<file path="src/hdl/frs_regs.svh">
`ifndef FRS_REGS_SVH
`define FRS_REGS_SVH
// frequencies are in 0.01 Hz units (signed 24 bit)
`define FRS_FW 24
`define FRS_PRESET_DEF 24'h001388
`define FRS_MAX_DEF 24'h001388
`define FRS_UL_DEF 24'h001388
`define FRS_ZERO_F 24'h000000
`define FRS_MAX_LO 24'h001388
`define FRS_MAX_HI_01 24'h04E200
`define FRS_MAX_HI_001 24'h00C350
`define FRS_FULL_SCALE 16'h03E8
`define FRS_PCT_FULL 16'h0064
`define FRS_PCT_MAX 16'h0096
`define FRS_RES_01 2'h1
`endif

</file>
<file path="src/hdl/frs_pkg.sv">
package frs_pkg;
    typedef enum logic [2:0] {
        FRS_SEL_MAIN = 3'h0,
        FRS_SEL_OP = 3'h1,
        FRS_SEL_MAIN_AUX = 3'h2,
        FRS_SEL_MAIN_OP = 3'h3,
        FRS_SEL_AUX_OP = 3'h4
    } frs_src_t;
    typedef enum logic [1:0] {
        FRS_OP_ADD = 2'h0,
        FRS_OP_SUB = 2'h1,
        FRS_OP_MAX = 2'h2,
        FRS_OP_MIN = 2'h3
    } frs_op_t;
    typedef enum logic [2:0] {
        FRS_UL_FIXED = 3'h0,
        FRS_UL_AN1 = 3'h1,
        FRS_UL_AN2 = 3'h2,
        FRS_UL_AN3 = 3'h3,
        FRS_UL_PULSE = 3'h4,
        FRS_UL_COMM = 3'h5
    } frs_ul_src_t;
    typedef enum logic [1:0] {
        FRS_LL_STOP = 2'h0,
        FRS_LL_RUN_LOWER = 2'h1,
        FRS_LL_ZERO = 2'h2
    } frs_ll_act_t;
endpackage

</file>
<file path="src/hdl/frs_scale.sv">
`timescale 1ns/1ps
`default_nettype none
`include "frs_regs.svh"
// registered multiply: y = a * num / den
module frs_scale #(
    parameter int W = 24,
    parameter logic [15:0] DEN = 16'h03E8
) (
    // clock and reset
    input wire logic core_clk,
    input wire logic resetn,
    // operands
    input wire logic [W-1:0] a,
    input wire logic [15:0] num,
    // result
    output logic [W-1:0] y
);
    logic [W+15:0] prod;
    logic [W+15:0] quot;
    assign prod = a * num;
    assign quot = prod / DEN;
    always_ff @(posedge core_clk or negedge resetn) begin
        if (!resetn) begin
            y <= '0;
        end else begin
            y <= quot[W-1:0];
        end
    end
endmodule // frs_scale
`default_nettype wire

</file>
<file path="src/hdl/frs_selector.sv">
`timescale 1ns/1ps
`default_nettype none
`include "frs_regs.svh"
// Notes on behaviour
// - digit 0: main reference alone
// - digit 1: operation result is target
// - digit 2: switch terminal picks main/aux
// - digit 3: switch picks main/operation result
// - digit 4: switch picks aux/operation result
// - operator 0: main plus auxiliary
// - operator 1: main minus auxiliary
// - operator 2: larger absolute value
// - operator 3: smaller absolute value
// - offset added to every operation result
// - preset frequency loads digital reference
// - direction setting inverts motor direction
// - parameter init restores normal direction
// - full scale input maps to max
// - max frequency range per resolution
// - upper limit source selector, default fixed
// - analog 100% equals fixed upper limit
// - reference held at upper limit
// - fixed upper limit between lower and max
// - offset added to analog/pulse upper limit
// - below lower limit: stop/lower/zero
// - auxiliary range relative max or main
// - stop memory keeps or discards adjustments
module frs_selector (
    // clock and reset
    input wire logic core_clk,
    input wire logic resetn,
    // selection settings
    input wire logic [2:0] source_combine_select,
    input wire logic [1:0] combine_operator,
    input wire logic source_switch_pin,
    input wire logic main_is_digital,
    input wire logic aux_is_analog,
    // references, signed 0.01 Hz; analog in 0.1 % of full scale
    input wire logic [23:0] main_reference,
    input wire logic [15:0] aux_analog,
    input wire logic [23:0] aux_offset_frequency,
    input wire logic aux_range_base,
    input wire logic [15:0] aux_range_percent,
    // digital reference
    input wire logic [23:0] preset_frequency,
    input wire logic preset_load,
    input wire logic up_pulse,
    input wire logic down_pulse,
    input wire logic [23:0] updown_step,
    input wire logic running,
    input wire logic stop_memory_select,
    // direction
    input wire logic direction_invert,
    input wire logic param_init,
    // limits
    input wire logic [1:0] frequency_resolution,
    input wire logic [23:0] max_frequency,
    input wire logic [2:0] upper_limit_source,
    input wire logic [23:0] upper_limit_value,
    input wire logic [23:0] upper_limit_offset,
    input wire logic [23:0] lower_limit_value,
    input wire logic [15:0] analog_input_first,
    input wire logic [15:0] analog_input_second,
    input wire logic [15:0] analog_input_third,
    input wire logic [15:0] pulse_input,
    input wire logic [23:0] comm_upper_limit,
    input wire logic [1:0] below_lower_limit_action,
    // results
    output logic [23:0] target_frequency,
    output logic reverse_out,
    output logic stop_request,
    output logic [23:0] upper_limit_eff
);
    // ========================================
    // helpers
    function automatic logic [23:0] abs24(input logic [23:0] v);
        abs24 = v[23] ? 24'(-v) : v;
    endfunction
    function automatic logic [23:0] clamp(input logic [23:0] v, input logic [23:0] lo, input logic [23:0] hi);
        if ($signed(v) < $signed(lo)) clamp = lo;
        else if ($signed(v) > $signed(hi)) clamp = hi;
        else clamp = v;
    endfunction

    // ========================================
    // input synchronisers
    // terminal pins: source switch, up and down keys
    logic sw_s1_r, sw_s2_r, up_s1_r, up_s2_r, dn_s1_r, dn_s2_r;
    always_ff @(posedge core_clk or negedge resetn) begin
        if (!resetn) begin
            sw_s1_r <= 1'b0;
            sw_s2_r <= 1'b0;
            up_s1_r <= 1'b0;
            up_s2_r <= 1'b0;
            dn_s1_r <= 1'b0;
            dn_s2_r <= 1'b0;
        end else begin
            sw_s1_r <= source_switch_pin;
            sw_s2_r <= sw_s1_r;
            up_s1_r <= up_pulse;
            up_s2_r <= up_s1_r;
            dn_s1_r <= down_pulse;
            dn_s2_r <= dn_s1_r;
        end
    end

    // ========================================
    // maximum frequency legal range
    logic [23:0] max_hi, max_eff;
    always_comb begin
        max_hi = (frequency_resolution == `FRS_RES_01) ? `FRS_MAX_HI_01 : `FRS_MAX_HI_001;
        max_eff = clamp(max_frequency, `FRS_MAX_LO, max_hi);
    end

    // ========================================
    // digital reference with up/down and stop memory
    logic [23:0] digital_r;
    logic running_d_r;
    always_ff @(posedge core_clk or negedge resetn) begin
        if (!resetn) begin
            digital_r <= `FRS_PRESET_DEF;
            running_d_r <= 1'b0;
        end else begin
            running_d_r <= running;
            if (preset_load) begin
                digital_r <= clamp(preset_frequency, `FRS_ZERO_F, max_eff);
            end else if (running_d_r && !running && !stop_memory_select) begin
                digital_r <= clamp(preset_frequency, `FRS_ZERO_F, max_eff);
            end else if (up_s2_r && !dn_s2_r) begin
                digital_r <= clamp(24'(digital_r + updown_step), `FRS_ZERO_F, max_eff);
            end else if (dn_s2_r && !up_s2_r) begin
                digital_r <= clamp(24'(digital_r - updown_step), `FRS_ZERO_F, max_eff);
            end
        end
    end

    // ========================================
    // auxiliary scaling (range base and percent)
    logic [23:0] aux_base, aux_full, aux_ref, aux_pct;
    logic [15:0] pct_lim;
    assign pct_lim = (aux_range_percent > `FRS_PCT_MAX) ? `FRS_PCT_MAX : aux_range_percent;
    assign aux_base = aux_range_base ? abs24(main_reference) : max_eff;
    frs_scale #(.W(24), .DEN(`FRS_FULL_SCALE)) u_aux_fs (
        .core_clk(core_clk),
        .resetn(resetn),
        .a(aux_base),
        .num(aux_analog),
        .y(aux_full)
    );
    frs_scale #(.W(24), .DEN(`FRS_PCT_FULL)) u_aux_pct (
        .core_clk(core_clk),
        .resetn(resetn),
        .a(aux_full),
        .num(pct_lim),
        .y(aux_pct)
    );
    assign aux_ref = aux_is_analog ? aux_pct : digital_r;

    // ========================================
    // main/aux operation and source selection
    logic [23:0] main_ref, op_res, sel_ref;
    logic [23:0] am, aa;
    assign main_ref = main_is_digital ? digital_r : main_reference;
    always_comb begin
        am = abs24(main_ref);
        aa = abs24(aux_ref);
        case (frs_pkg::frs_op_t'(combine_operator))
            frs_pkg::FRS_OP_ADD: op_res = 24'(main_ref + aux_ref);
            frs_pkg::FRS_OP_SUB: op_res = 24'(main_ref - aux_ref);
            frs_pkg::FRS_OP_MAX: op_res = (am > aa) ? am : aa;
            frs_pkg::FRS_OP_MIN: op_res = (am < aa) ? am : aa;
            default: op_res = main_ref;
        endcase
        op_res = 24'(op_res + aux_offset_frequency);
        case (frs_pkg::frs_src_t'(source_combine_select))
            frs_pkg::FRS_SEL_MAIN: sel_ref = main_ref;
            frs_pkg::FRS_SEL_OP: sel_ref = op_res;
            frs_pkg::FRS_SEL_MAIN_AUX: sel_ref = sw_s2_r ? aux_ref : main_ref;
            frs_pkg::FRS_SEL_MAIN_OP: sel_ref = sw_s2_r ? op_res : main_ref;
            frs_pkg::FRS_SEL_AUX_OP: sel_ref = sw_s2_r ? op_res : aux_ref;
            default: sel_ref = main_ref;
        endcase
    end

    // ========================================
    // upper limit
    logic [23:0] ul_fixed, ul_an_in, ul_an, ul_raw, ll_eff;
    logic [15:0] an_sel;
    always_comb begin
        ul_fixed = clamp(upper_limit_value, lower_limit_value, max_eff);
        case (frs_pkg::frs_ul_src_t'(upper_limit_source))
            frs_pkg::FRS_UL_AN1: an_sel = analog_input_first;
            frs_pkg::FRS_UL_AN2: an_sel = analog_input_second;
            frs_pkg::FRS_UL_AN3: an_sel = analog_input_third;
            default: an_sel = pulse_input;
        endcase
    end
    frs_scale #(.W(24), .DEN(`FRS_FULL_SCALE)) u_ul_fs (
        .core_clk(core_clk),
        .resetn(resetn),
        .a(ul_fixed),
        .num(an_sel),
        .y(ul_an_in)
    );
    assign ul_an = 24'(ul_an_in + upper_limit_offset);
    always_comb begin
        case (frs_pkg::frs_ul_src_t'(upper_limit_source))
            frs_pkg::FRS_UL_FIXED: ul_raw = ul_fixed;
            frs_pkg::FRS_UL_COMM: ul_raw = comm_upper_limit;
            default: ul_raw = ul_an;
        endcase
        ul_raw = clamp(ul_raw, `FRS_ZERO_F, max_eff);
        ll_eff = clamp(lower_limit_value, `FRS_ZERO_F, ul_raw);
    end

    // ========================================
    // final target, limits and direction
    logic [23:0] mag, tgt_nxt;
    logic stop_nxt, rev_r, dir_d_r;
    always_comb begin
        mag = abs24(sel_ref);
        stop_nxt = 1'b0;
        if (mag > ul_raw) begin
            tgt_nxt = ul_raw;
        end else if (mag < ll_eff) begin
            case (frs_pkg::frs_ll_act_t'(below_lower_limit_action))
                frs_pkg::FRS_LL_STOP: begin
                    tgt_nxt = `FRS_ZERO_F;
                    stop_nxt = 1'b1;
                end
                frs_pkg::FRS_LL_RUN_LOWER: tgt_nxt = ll_eff;
                default: tgt_nxt = `FRS_ZERO_F;
            endcase
        end else begin
            tgt_nxt = mag;
        end
    end
    // direction is taken only when the setting is written anew, so an init stays in force
    always_ff @(posedge core_clk or negedge resetn) begin
        if (!resetn) begin
            rev_r <= 1'b0;
            dir_d_r <= 1'b0;
        end else begin
            dir_d_r <= direction_invert;
            if (param_init) begin
                rev_r <= 1'b0;
            end else if (direction_invert != dir_d_r) begin
                rev_r <= direction_invert;
            end
        end
    end
    always_ff @(posedge core_clk or negedge resetn) begin
        if (!resetn) begin
            target_frequency <= `FRS_ZERO_F;
            reverse_out <= 1'b0;
            stop_request <= 1'b0;
            upper_limit_eff <= `FRS_UL_DEF;
        end else begin
            target_frequency <= tgt_nxt;
            reverse_out <= rev_r ^ sel_ref[23];
            stop_request <= stop_nxt;
            upper_limit_eff <= ul_raw;
        end
    end

    // ========================================
    // checks
    property p_upper_hold;
        @(posedge core_clk) disable iff (!resetn)
        1'b1 |=> ($signed(target_frequency) <= $signed($past(ul_raw)));
    endproperty
    a_upper_hold: assert property (p_upper_hold) else $error("target above upper limit");
    property p_init_dir;
        @(posedge core_clk) disable iff (!resetn)
        param_init |=> ##1 (reverse_out == $past(sel_ref[23]));
    endproperty
    a_init_dir: assert property (p_init_dir) else $error("direction not restored");
    property p_main_only;
        @(posedge core_clk) disable iff (!resetn)
        (source_combine_select == 3'h0 && abs24(main_ref) <= ul_raw && abs24(main_ref) >= ll_eff)
        |=> target_frequency == abs24($past(main_ref));
    endproperty
    a_main_only: assert property (p_main_only) else $error("main not selected");
    property p_stop;
        @(posedge core_clk) disable iff (!resetn)
        stop_request |-> target_frequency == `FRS_ZERO_F;
    endproperty
    a_stop: assert property (p_stop) else $error("stop with nonzero target");
    property p_max;
        @(posedge core_clk) disable iff (!resetn)
        1'b1 |=> upper_limit_eff <= $past(max_hi);
    endproperty
    a_max: assert property (p_max) else $error("upper limit over max range");
    property p_switch_aux;
        @(posedge core_clk) disable iff (!resetn)
        (source_combine_select == 3'h2 && sw_s2_r && abs24(aux_ref) <= ul_raw && abs24(aux_ref) >= ll_eff)
        |=> target_frequency == abs24($past(aux_ref));
    endproperty
    a_switch_aux: assert property (p_switch_aux) else $error("auxiliary not selected by switch");
    property p_op_result;
        @(posedge core_clk) disable iff (!resetn)
        (source_combine_select == 3'h1 && abs24(op_res) <= ul_raw && abs24(op_res) >= ll_eff)
        |=> target_frequency == abs24($past(op_res));
    endproperty
    a_op_result: assert property (p_op_result) else $error("operation result not selected");
    property p_run_lower;
        @(posedge core_clk) disable iff (!resetn)
        (below_lower_limit_action == 2'h1 && abs24(sel_ref) < ll_eff)
        |=> target_frequency == $past(ll_eff);
    endproperty
    a_run_lower: assert property (p_run_lower) else $error("not running at lower limit");
    property p_lower_zero;
        @(posedge core_clk) disable iff (!resetn)
        (below_lower_limit_action == 2'h2 && abs24(sel_ref) < ll_eff)
        |=> (target_frequency == `FRS_ZERO_F && !stop_request);
    endproperty
    a_lower_zero: assert property (p_lower_zero) else $error("zero speed action wrong");
    property p_stop_revert;
        @(posedge core_clk) disable iff (!resetn)
        (running_d_r && !running && !stop_memory_select && !preset_load)
        |=> digital_r == $past(clamp(preset_frequency, `FRS_ZERO_F, max_eff));
    endproperty
    a_stop_revert: assert property (p_stop_revert) else $error("digital reference not reverted");
    property p_upper_fixed;
        @(posedge core_clk) disable iff (!resetn)
        upper_limit_source == 3'h0 |=> upper_limit_eff == $past(clamp(ul_fixed, `FRS_ZERO_F, max_eff));
    endproperty
    a_upper_fixed: assert property (p_upper_fixed) else $error("fixed upper limit not used");
endmodule // frs_selector
`default_nettype wire

</file>
<file path="config.mk">
export PLATFORM = sky130hd
export DESIGN_NAME = frs_selector
export DESIGN_NICKNAME = d
export VERILOG_FILES = /design/src/hdl/frs_pkg.sv /design/src/hdl/frs_scale.sv /design/src/hdl/frs_selector.sv
export VERILOG_INCLUDE_DIRS = /design/src /design/src/hdl
export SDC_FILE = /design/constraint.sdc
export NUM_CORES = 2
export LEC_CHECK = 0
export ABC_AREA = 0
export BUFFER_PORTS_ARGS = -buffer_cell sky130_fd_sc_hd__buf_2
export CORE_MARGIN = 2
export CORE_UTILIZATION = 30
export DETAILED_ROUTE_END_ITERATION = 10
export PLACE_DENSITY_LB_ADDON = 0.3
export SETUP_SLACK_MARGIN = 0.05
export SYNTH_ARGS = -nofsm -noshare
export SYNTH_HDL_FRONTEND = slang
export SYNTH_SLANG_ARGS = --single-unit
</file>
<file path="constraint.sdc">
create_clock -name core_clk -period 32.2 [get_ports core_clk]
set_clock_uncertainty 0.05 [all_clocks]
set_input_delay 6.44 -clock core_clk [delete_from_list [all_inputs] [get_ports core_clk]]
set_output_delay 6.44 -clock core_clk [all_outputs]
set_load 0.1 [all_outputs]
</file>
==> report_table.html <==
<table>
<tr><th>Metric</th><th>Value</th></tr>
<tr><th colspan="2">Clocking</th></tr>
<tr><td>Number of CTS-inserted buffers</td><td>25</td></tr>
<tr><td>Number of clock sinks</td><td>155</td></tr>
<tr><td>Clk root buf</td><td>sky130_fd_sc_hd__clkbuf_16</td></tr>
<tr><td>Depth of the CTS H-tree</td><td>4</td></tr>
<tr><td>Clock-pin slew on the worst setup and hold paths</td><td>80 ps</td></tr>
<tr><td>Number of buffers on the longest clock path</td><td>3</td></tr>
<tr><td>Clock latency on the worst-skew pair</td><td>620 ps</td></tr>
<tr><td>Clock tree from TritonCTS</td><td>yes</td></tr>
<tr><th colspan="2">Synthesis</th></tr>
<tr><td>Post-Synthesis Mean Instance Area</td><td>7.88 sq um</td></tr>
<tr><td>Flops &amp; latches, synth</td><td>155</td></tr>
<tr><td>Commonest register cell after synthesis</td><td>sky130_fd_sc_hd__dfrtp_1</td></tr>
<tr><td>Number of synthesis warnings</td><td>0</td></tr>
<tr><td>Number of distinct library cells after synthesis</td><td>203</td></tr>
<tr><td>Synthesized cell area</td><td>85700 sq um</td></tr>
<tr><td>Share of synthesized registers carrying an async set or reset</td><td>1.00</td></tr>
<tr><td>Number of synthesized flops with an enable pin</td><td>0</td></tr>
<tr><td>Post-Synthesis Cells</td><td>10900</td></tr>
<tr><td>Register area share after synthesis</td><td>0.0454</td></tr>
<tr><th colspan="2">Timing</th></tr>
<tr><td>Final Slew Violations</td><td>0</td></tr>
<tr><td>Number of setup violations in the final report</td><td>8</td></tr>
<tr><td>Fin Hold WS</td><td>300 ps</td></tr>
<tr><td>Max_slew headroom</td><td>0.188</td></tr>
<tr><td>Worst setup slack after layout</td><td>-2610 ps</td></tr>
<tr><td>RSZ-0062 raised after global routing</td><td>yes</td></tr>
<tr><td>FMAX</td><td>28.7 MHz</td></tr>
<tr><td>Final period demand of the worst path</td><td>34810 ps</td></tr>
<tr><td>Post-route clock period utilization</td><td>1.08</td></tr>
<tr><td>Number of endpoints with negative hold slack in the final report</td><td>0</td></tr>
<tr><td>Transition time of the tightest slew-check pin</td><td>1210 ps</td></tr>
<tr><td>Total negative slack</td><td>-10090 ps</td></tr>
<tr><th colspan="2">GRT</th></tr>
<tr><td>Maximum number of pins on one net before global-route repair</td><td>62</td></tr>
<tr><td>Number of antenna violations at the first check in global routing</td><td>63</td></tr>
<tr><td>Global-route congestion overflow total</td><td>0</td></tr>
<tr><td>Wire length of the first global-routing pass</td><td>526000 um</td></tr>
<tr><td>Vias in the first global route</td><td>88600</td></tr>
<tr><td>Total GRT Usage</td><td>0.229</td></tr>
<tr><th colspan="2">Floorplan</th></tr>
<tr><td>Total Die Area</td><td>290000 sq um</td></tr>
<tr><td>Die Y</td><td>539 um</td></tr>
<tr><td>Area of the core region</td><td>285000 sq um</td></tr>
<tr><td>Ports</td><td>387</td></tr>
<tr><td>Initial core utilization</td><td>0.301</td></tr>
<tr><td>FP Rows</td><td>196</td></tr>
<tr><td>DIE WIDTH</td><td>539 um</td></tr>
<tr><th colspan="2">Critical path</th></tr>
<tr><td>Kind of critical path</td><td>primary input to register</td></tr>
<tr><td>Worst path most repeated cell</td><td>sky130_fd_sc_hd__buf_4</td></tr>
<tr><td>Number of buffers and inverters on the critical path</td><td>24</td></tr>
<tr><td>FF-to-FF setup slack</td><td>7710 ps</td></tr>
<tr><td>Crit path largest cell delay</td><td>590 ps</td></tr>
<tr><td>Capturing element type of the critical path</td><td>register</td></tr>
<tr><td>Register-to-Register Path Depth</td><td>106</td></tr>
<tr><td>Required time at the worst-slack endpoint</td><td>32650 ps</td></tr>
<tr><td>Highest fanout seen on the critical path</td><td>10</td></tr>
<tr><td>Crit path DAT</td><td>35260 ps</td></tr>
<tr><td>Critical-path top delay cell</td><td>sky130_fd_sc_hd__fa_1</td></tr>
<tr><td>Reg-to-reg critical path startpoint</td><td>u_aux_fs.y[9]$_DFF_PN0_</td></tr>
<tr><td>FF-to-FF End</td><td>u_aux_pct.y[0]$_DFF_PN0_</td></tr>
<tr><td>Critical path's top delay family</td><td>compound AO/OA/AOI/OAI gates</td></tr>
<tr><td>Startpoint Class</td><td>primary input</td></tr>
<tr><th colspan="2">Drt</th></tr>
<tr><td>WL per Instance</td><td>19.8 um</td></tr>
<tr><td>Total number of vias</td><td>90400</td></tr>
<tr><td>Router iterations before antenna repair</td><td>6</td></tr>
<tr><td>Average via count per standard cell</td><td>5.20</td></tr>
<tr><td>Residual DRC count</td><td>0</td></tr>
<tr><td>DRT antenna net count</td><td>0</td></tr>
<tr><td>Number of DRC violations after detailed-routing iteration 0</td><td>7277</td></tr>
<tr><td>Routed WL</td><td>345000 um</td></tr>
<tr><th colspan="2">Placed design</th></tr>
<tr><td>Post-placement cell area</td><td>109000 sq um</td></tr>
<tr><td>Placer Congestion</td><td>1.01</td></tr>
<tr><td>Number of I/O port buffers</td><td>386</td></tr>
<tr><td>HPWL after DPL</td><td>291000 um</td></tr>
<tr><th colspan="2">Layout</th></tr>
<tr><td>Layout Cell Area excl Fill</td><td>117000 sq um</td></tr>
<tr><td>Layout overhead on the synthesized area</td><td>36.2%</td></tr>
<tr><td>Layout cell share with drive strength beyond 1</td><td>0.323</td></tr>
<tr><td>Post-layout net count</td><td>15600</td></tr>
<tr><th colspan="2">Worst hold path</th></tr>
<tr><td>Class of the most critical hold timing path</td><td>register to register</td></tr>
<tr><td>Hold worst-path end</td><td>sw_s2_r$_DFF_PN0_</td></tr>
<tr><td>HP Start</td><td>sw_s1_r$_DFF_PN0_</td></tr>
<tr><td>Number of cells on the worst hold path</td><td>0</td></tr>
<tr><th colspan="2">Outcome</th></tr>
<tr><td>Outcome</td><td>finished, violations left</td></tr>
<tr><td>Violated checks</td><td>setup timing</td></tr>
<tr><th colspan="2">Run</th></tr>
<tr><td>Max capacitance violation total</td><td>0</td></tr>
</table>
[logic make-up after synthesis]
| kind of cell | after synthesis | share of synthesized area |
|---|---|---|
| AO/OA/AOI/OAI | 2882 | 0.250 |
| other | 2 | 0.0000876 |
| adder cells (fa/ha/maj) | 1640 | 0.320 |
| buffers and inverters | 1690 | 0.0845 |
| XOR/XNOR | 566 | 0.0601 |
| AND/OR/NAND/NOR | 3705 | 0.210 |
| multiplexers | 241 | 0.0302 |
| flip-flops | 155 | 0.0454 |
[cells in the mapped netlist, types with 145 or more instances]
library cell / count / area (sq um)
sky130_fd_sc_hd__nand2_1: 1342 / 5040
sky130_fd_sc_hd__inv_1: 1220 / 4580
sky130_fd_sc_hd__fa_1: 923 / 18500
sky130_fd_sc_hd__nor2_1: 849 / 3190
sky130_fd_sc_hd__ha_1: 699 / 8750
sky130_fd_sc_hd__a21oi_1: 611 / 3060
sky130_fd_sc_hd__o21ai_0: 414 / 2070
sky130_fd_sc_hd__xnor2_1: 362 / 3170
sky130_fd_sc_hd__clkbuf_1: 268 / 1010
sky130_fd_sc_hd__nand3_1: 213 / 1070
sky130_fd_sc_hd__and2_1: 208 / 1300
sky130_fd_sc_hd__xor2_1: 180 / 1580
sky130_fd_sc_hd__mux2i_1: 179 / 1790
sky130_fd_sc_hd__nor3_1: 150 / 751
sky130_fd_sc_hd__a21o_1: 149 / 1120
sky130_fd_sc_hd__dfrtp_1: 145 / 3630
[worst register-to-register path: cells and delay by family (launching register included)]
| kind | cells | cell delay (ps) |
|---|---|---|
| muxes | 1 | 270 |
| buffers and inverters | 19 | 2290 |
| xor gates and xnor gates | 2 | 390 |
| adders and majority gates | 8 | 3950 |
| and+or+nand+nor | 24 | 5000 |
| DFF | 1 | 600 |
| AOI/OAI and AO/OA | 52 | 11810 |
[metal layers]
metal / vias up / routed length [um] / track usage
met5: - / 234 / 0
met3: 470 / 22000 / 0.0275
li1: 43300 / - / -
met1: 43900 / 154000 / 0.316
met4: 38 / 16500 / 0.0989
met2: 2658 / 152000 / 0.359
[final cells by class]
| cell class | count | area, sq um |
|---|---|---|
| fill | 29100 | 168000 |
| multi-input combinational | 9255 | 80600 |
| timing repair buffer | 2909 | 22100 |
| inverter | 1246 | 4720 |
| tap | 3762 | 4710 |
| sequential | 155 | 3890 |
| clock buffer | 28 | 647 |
| antenna | 37 | 92.6 |
| clock inverter | 5 | 55.1 |
[how the worst max path moves through the flow]
| stage | endpoint | slack, ps | cells past startpoint | start |
|---|---|---|---|---|
| floorplan | u_ul_fs.y[0]$_DFF_PN0_ | -2330 | 137 | frequency_resolution[0] |
| global placement | u_ul_fs.y[0]$_DFF_PN0_ | -3670 | 138 | frequency_resolution[1] |
| detailed placement | u_ul_fs.y[0]$_DFF_PN0_ | -3930 | 135 | frequency_resolution[1] |
| CTS | u_ul_fs.y[0]$_DFF_PN0_ | -2120 | 139 | frequency_resolution[1] |
| global route | u_ul_fs.y[0]$_DFF_PN0_ | -3860 | 151 | frequency_resolution[1] |
| finish | u_ul_fs.y[0]$_DFF_PN0_ | -2610 | 137 | frequency_resolution[1] |
[cells in the final DEF (no fill, tap or decap), drive strengths merged, types with 254 or more instances in the layout]
master  Yosys  layout
buf       133    2906
inv      1241    1241
and2      254     254
o21ai     528     528
fa        923     923
a21oi     662     662
nor2      869     869
nand2    1359    1359
ha        699     699
xnor2     384     384
[state kept, by name (all words and copies together), names as in the netlist, 24 cells and up]
register / count
digital_r: 24
target_frequency: 24
u_aux_fs.y: 24
u_aux_pct.y: 24
u_ul_fs.y: 24
upper_limit_eff: 24
[through the flow]
stage | util | setup slack, ps | instances
finish | 0.410 | -2610 | 17400
global route | 0.410 | -3860 | 17400
CTS | 0.398 | -2120 | 17200
detailed placement | 0.383 | -3930 | 17000
global placement | 0.383 | -3670 | 17000
floorplan | - | -2330 | 11100
[timing repair]
action	in CTS	in global routing
hold buffers	0	0
setup buffers	155	126
pin swaps	317	302
gates resized for setup	476	514
cloned	3	1
setup endpoints to repair	10	16
Power is not shown: default switching activity piles up to over one toggle a cycle in this logic, so the estimate is an artifact.
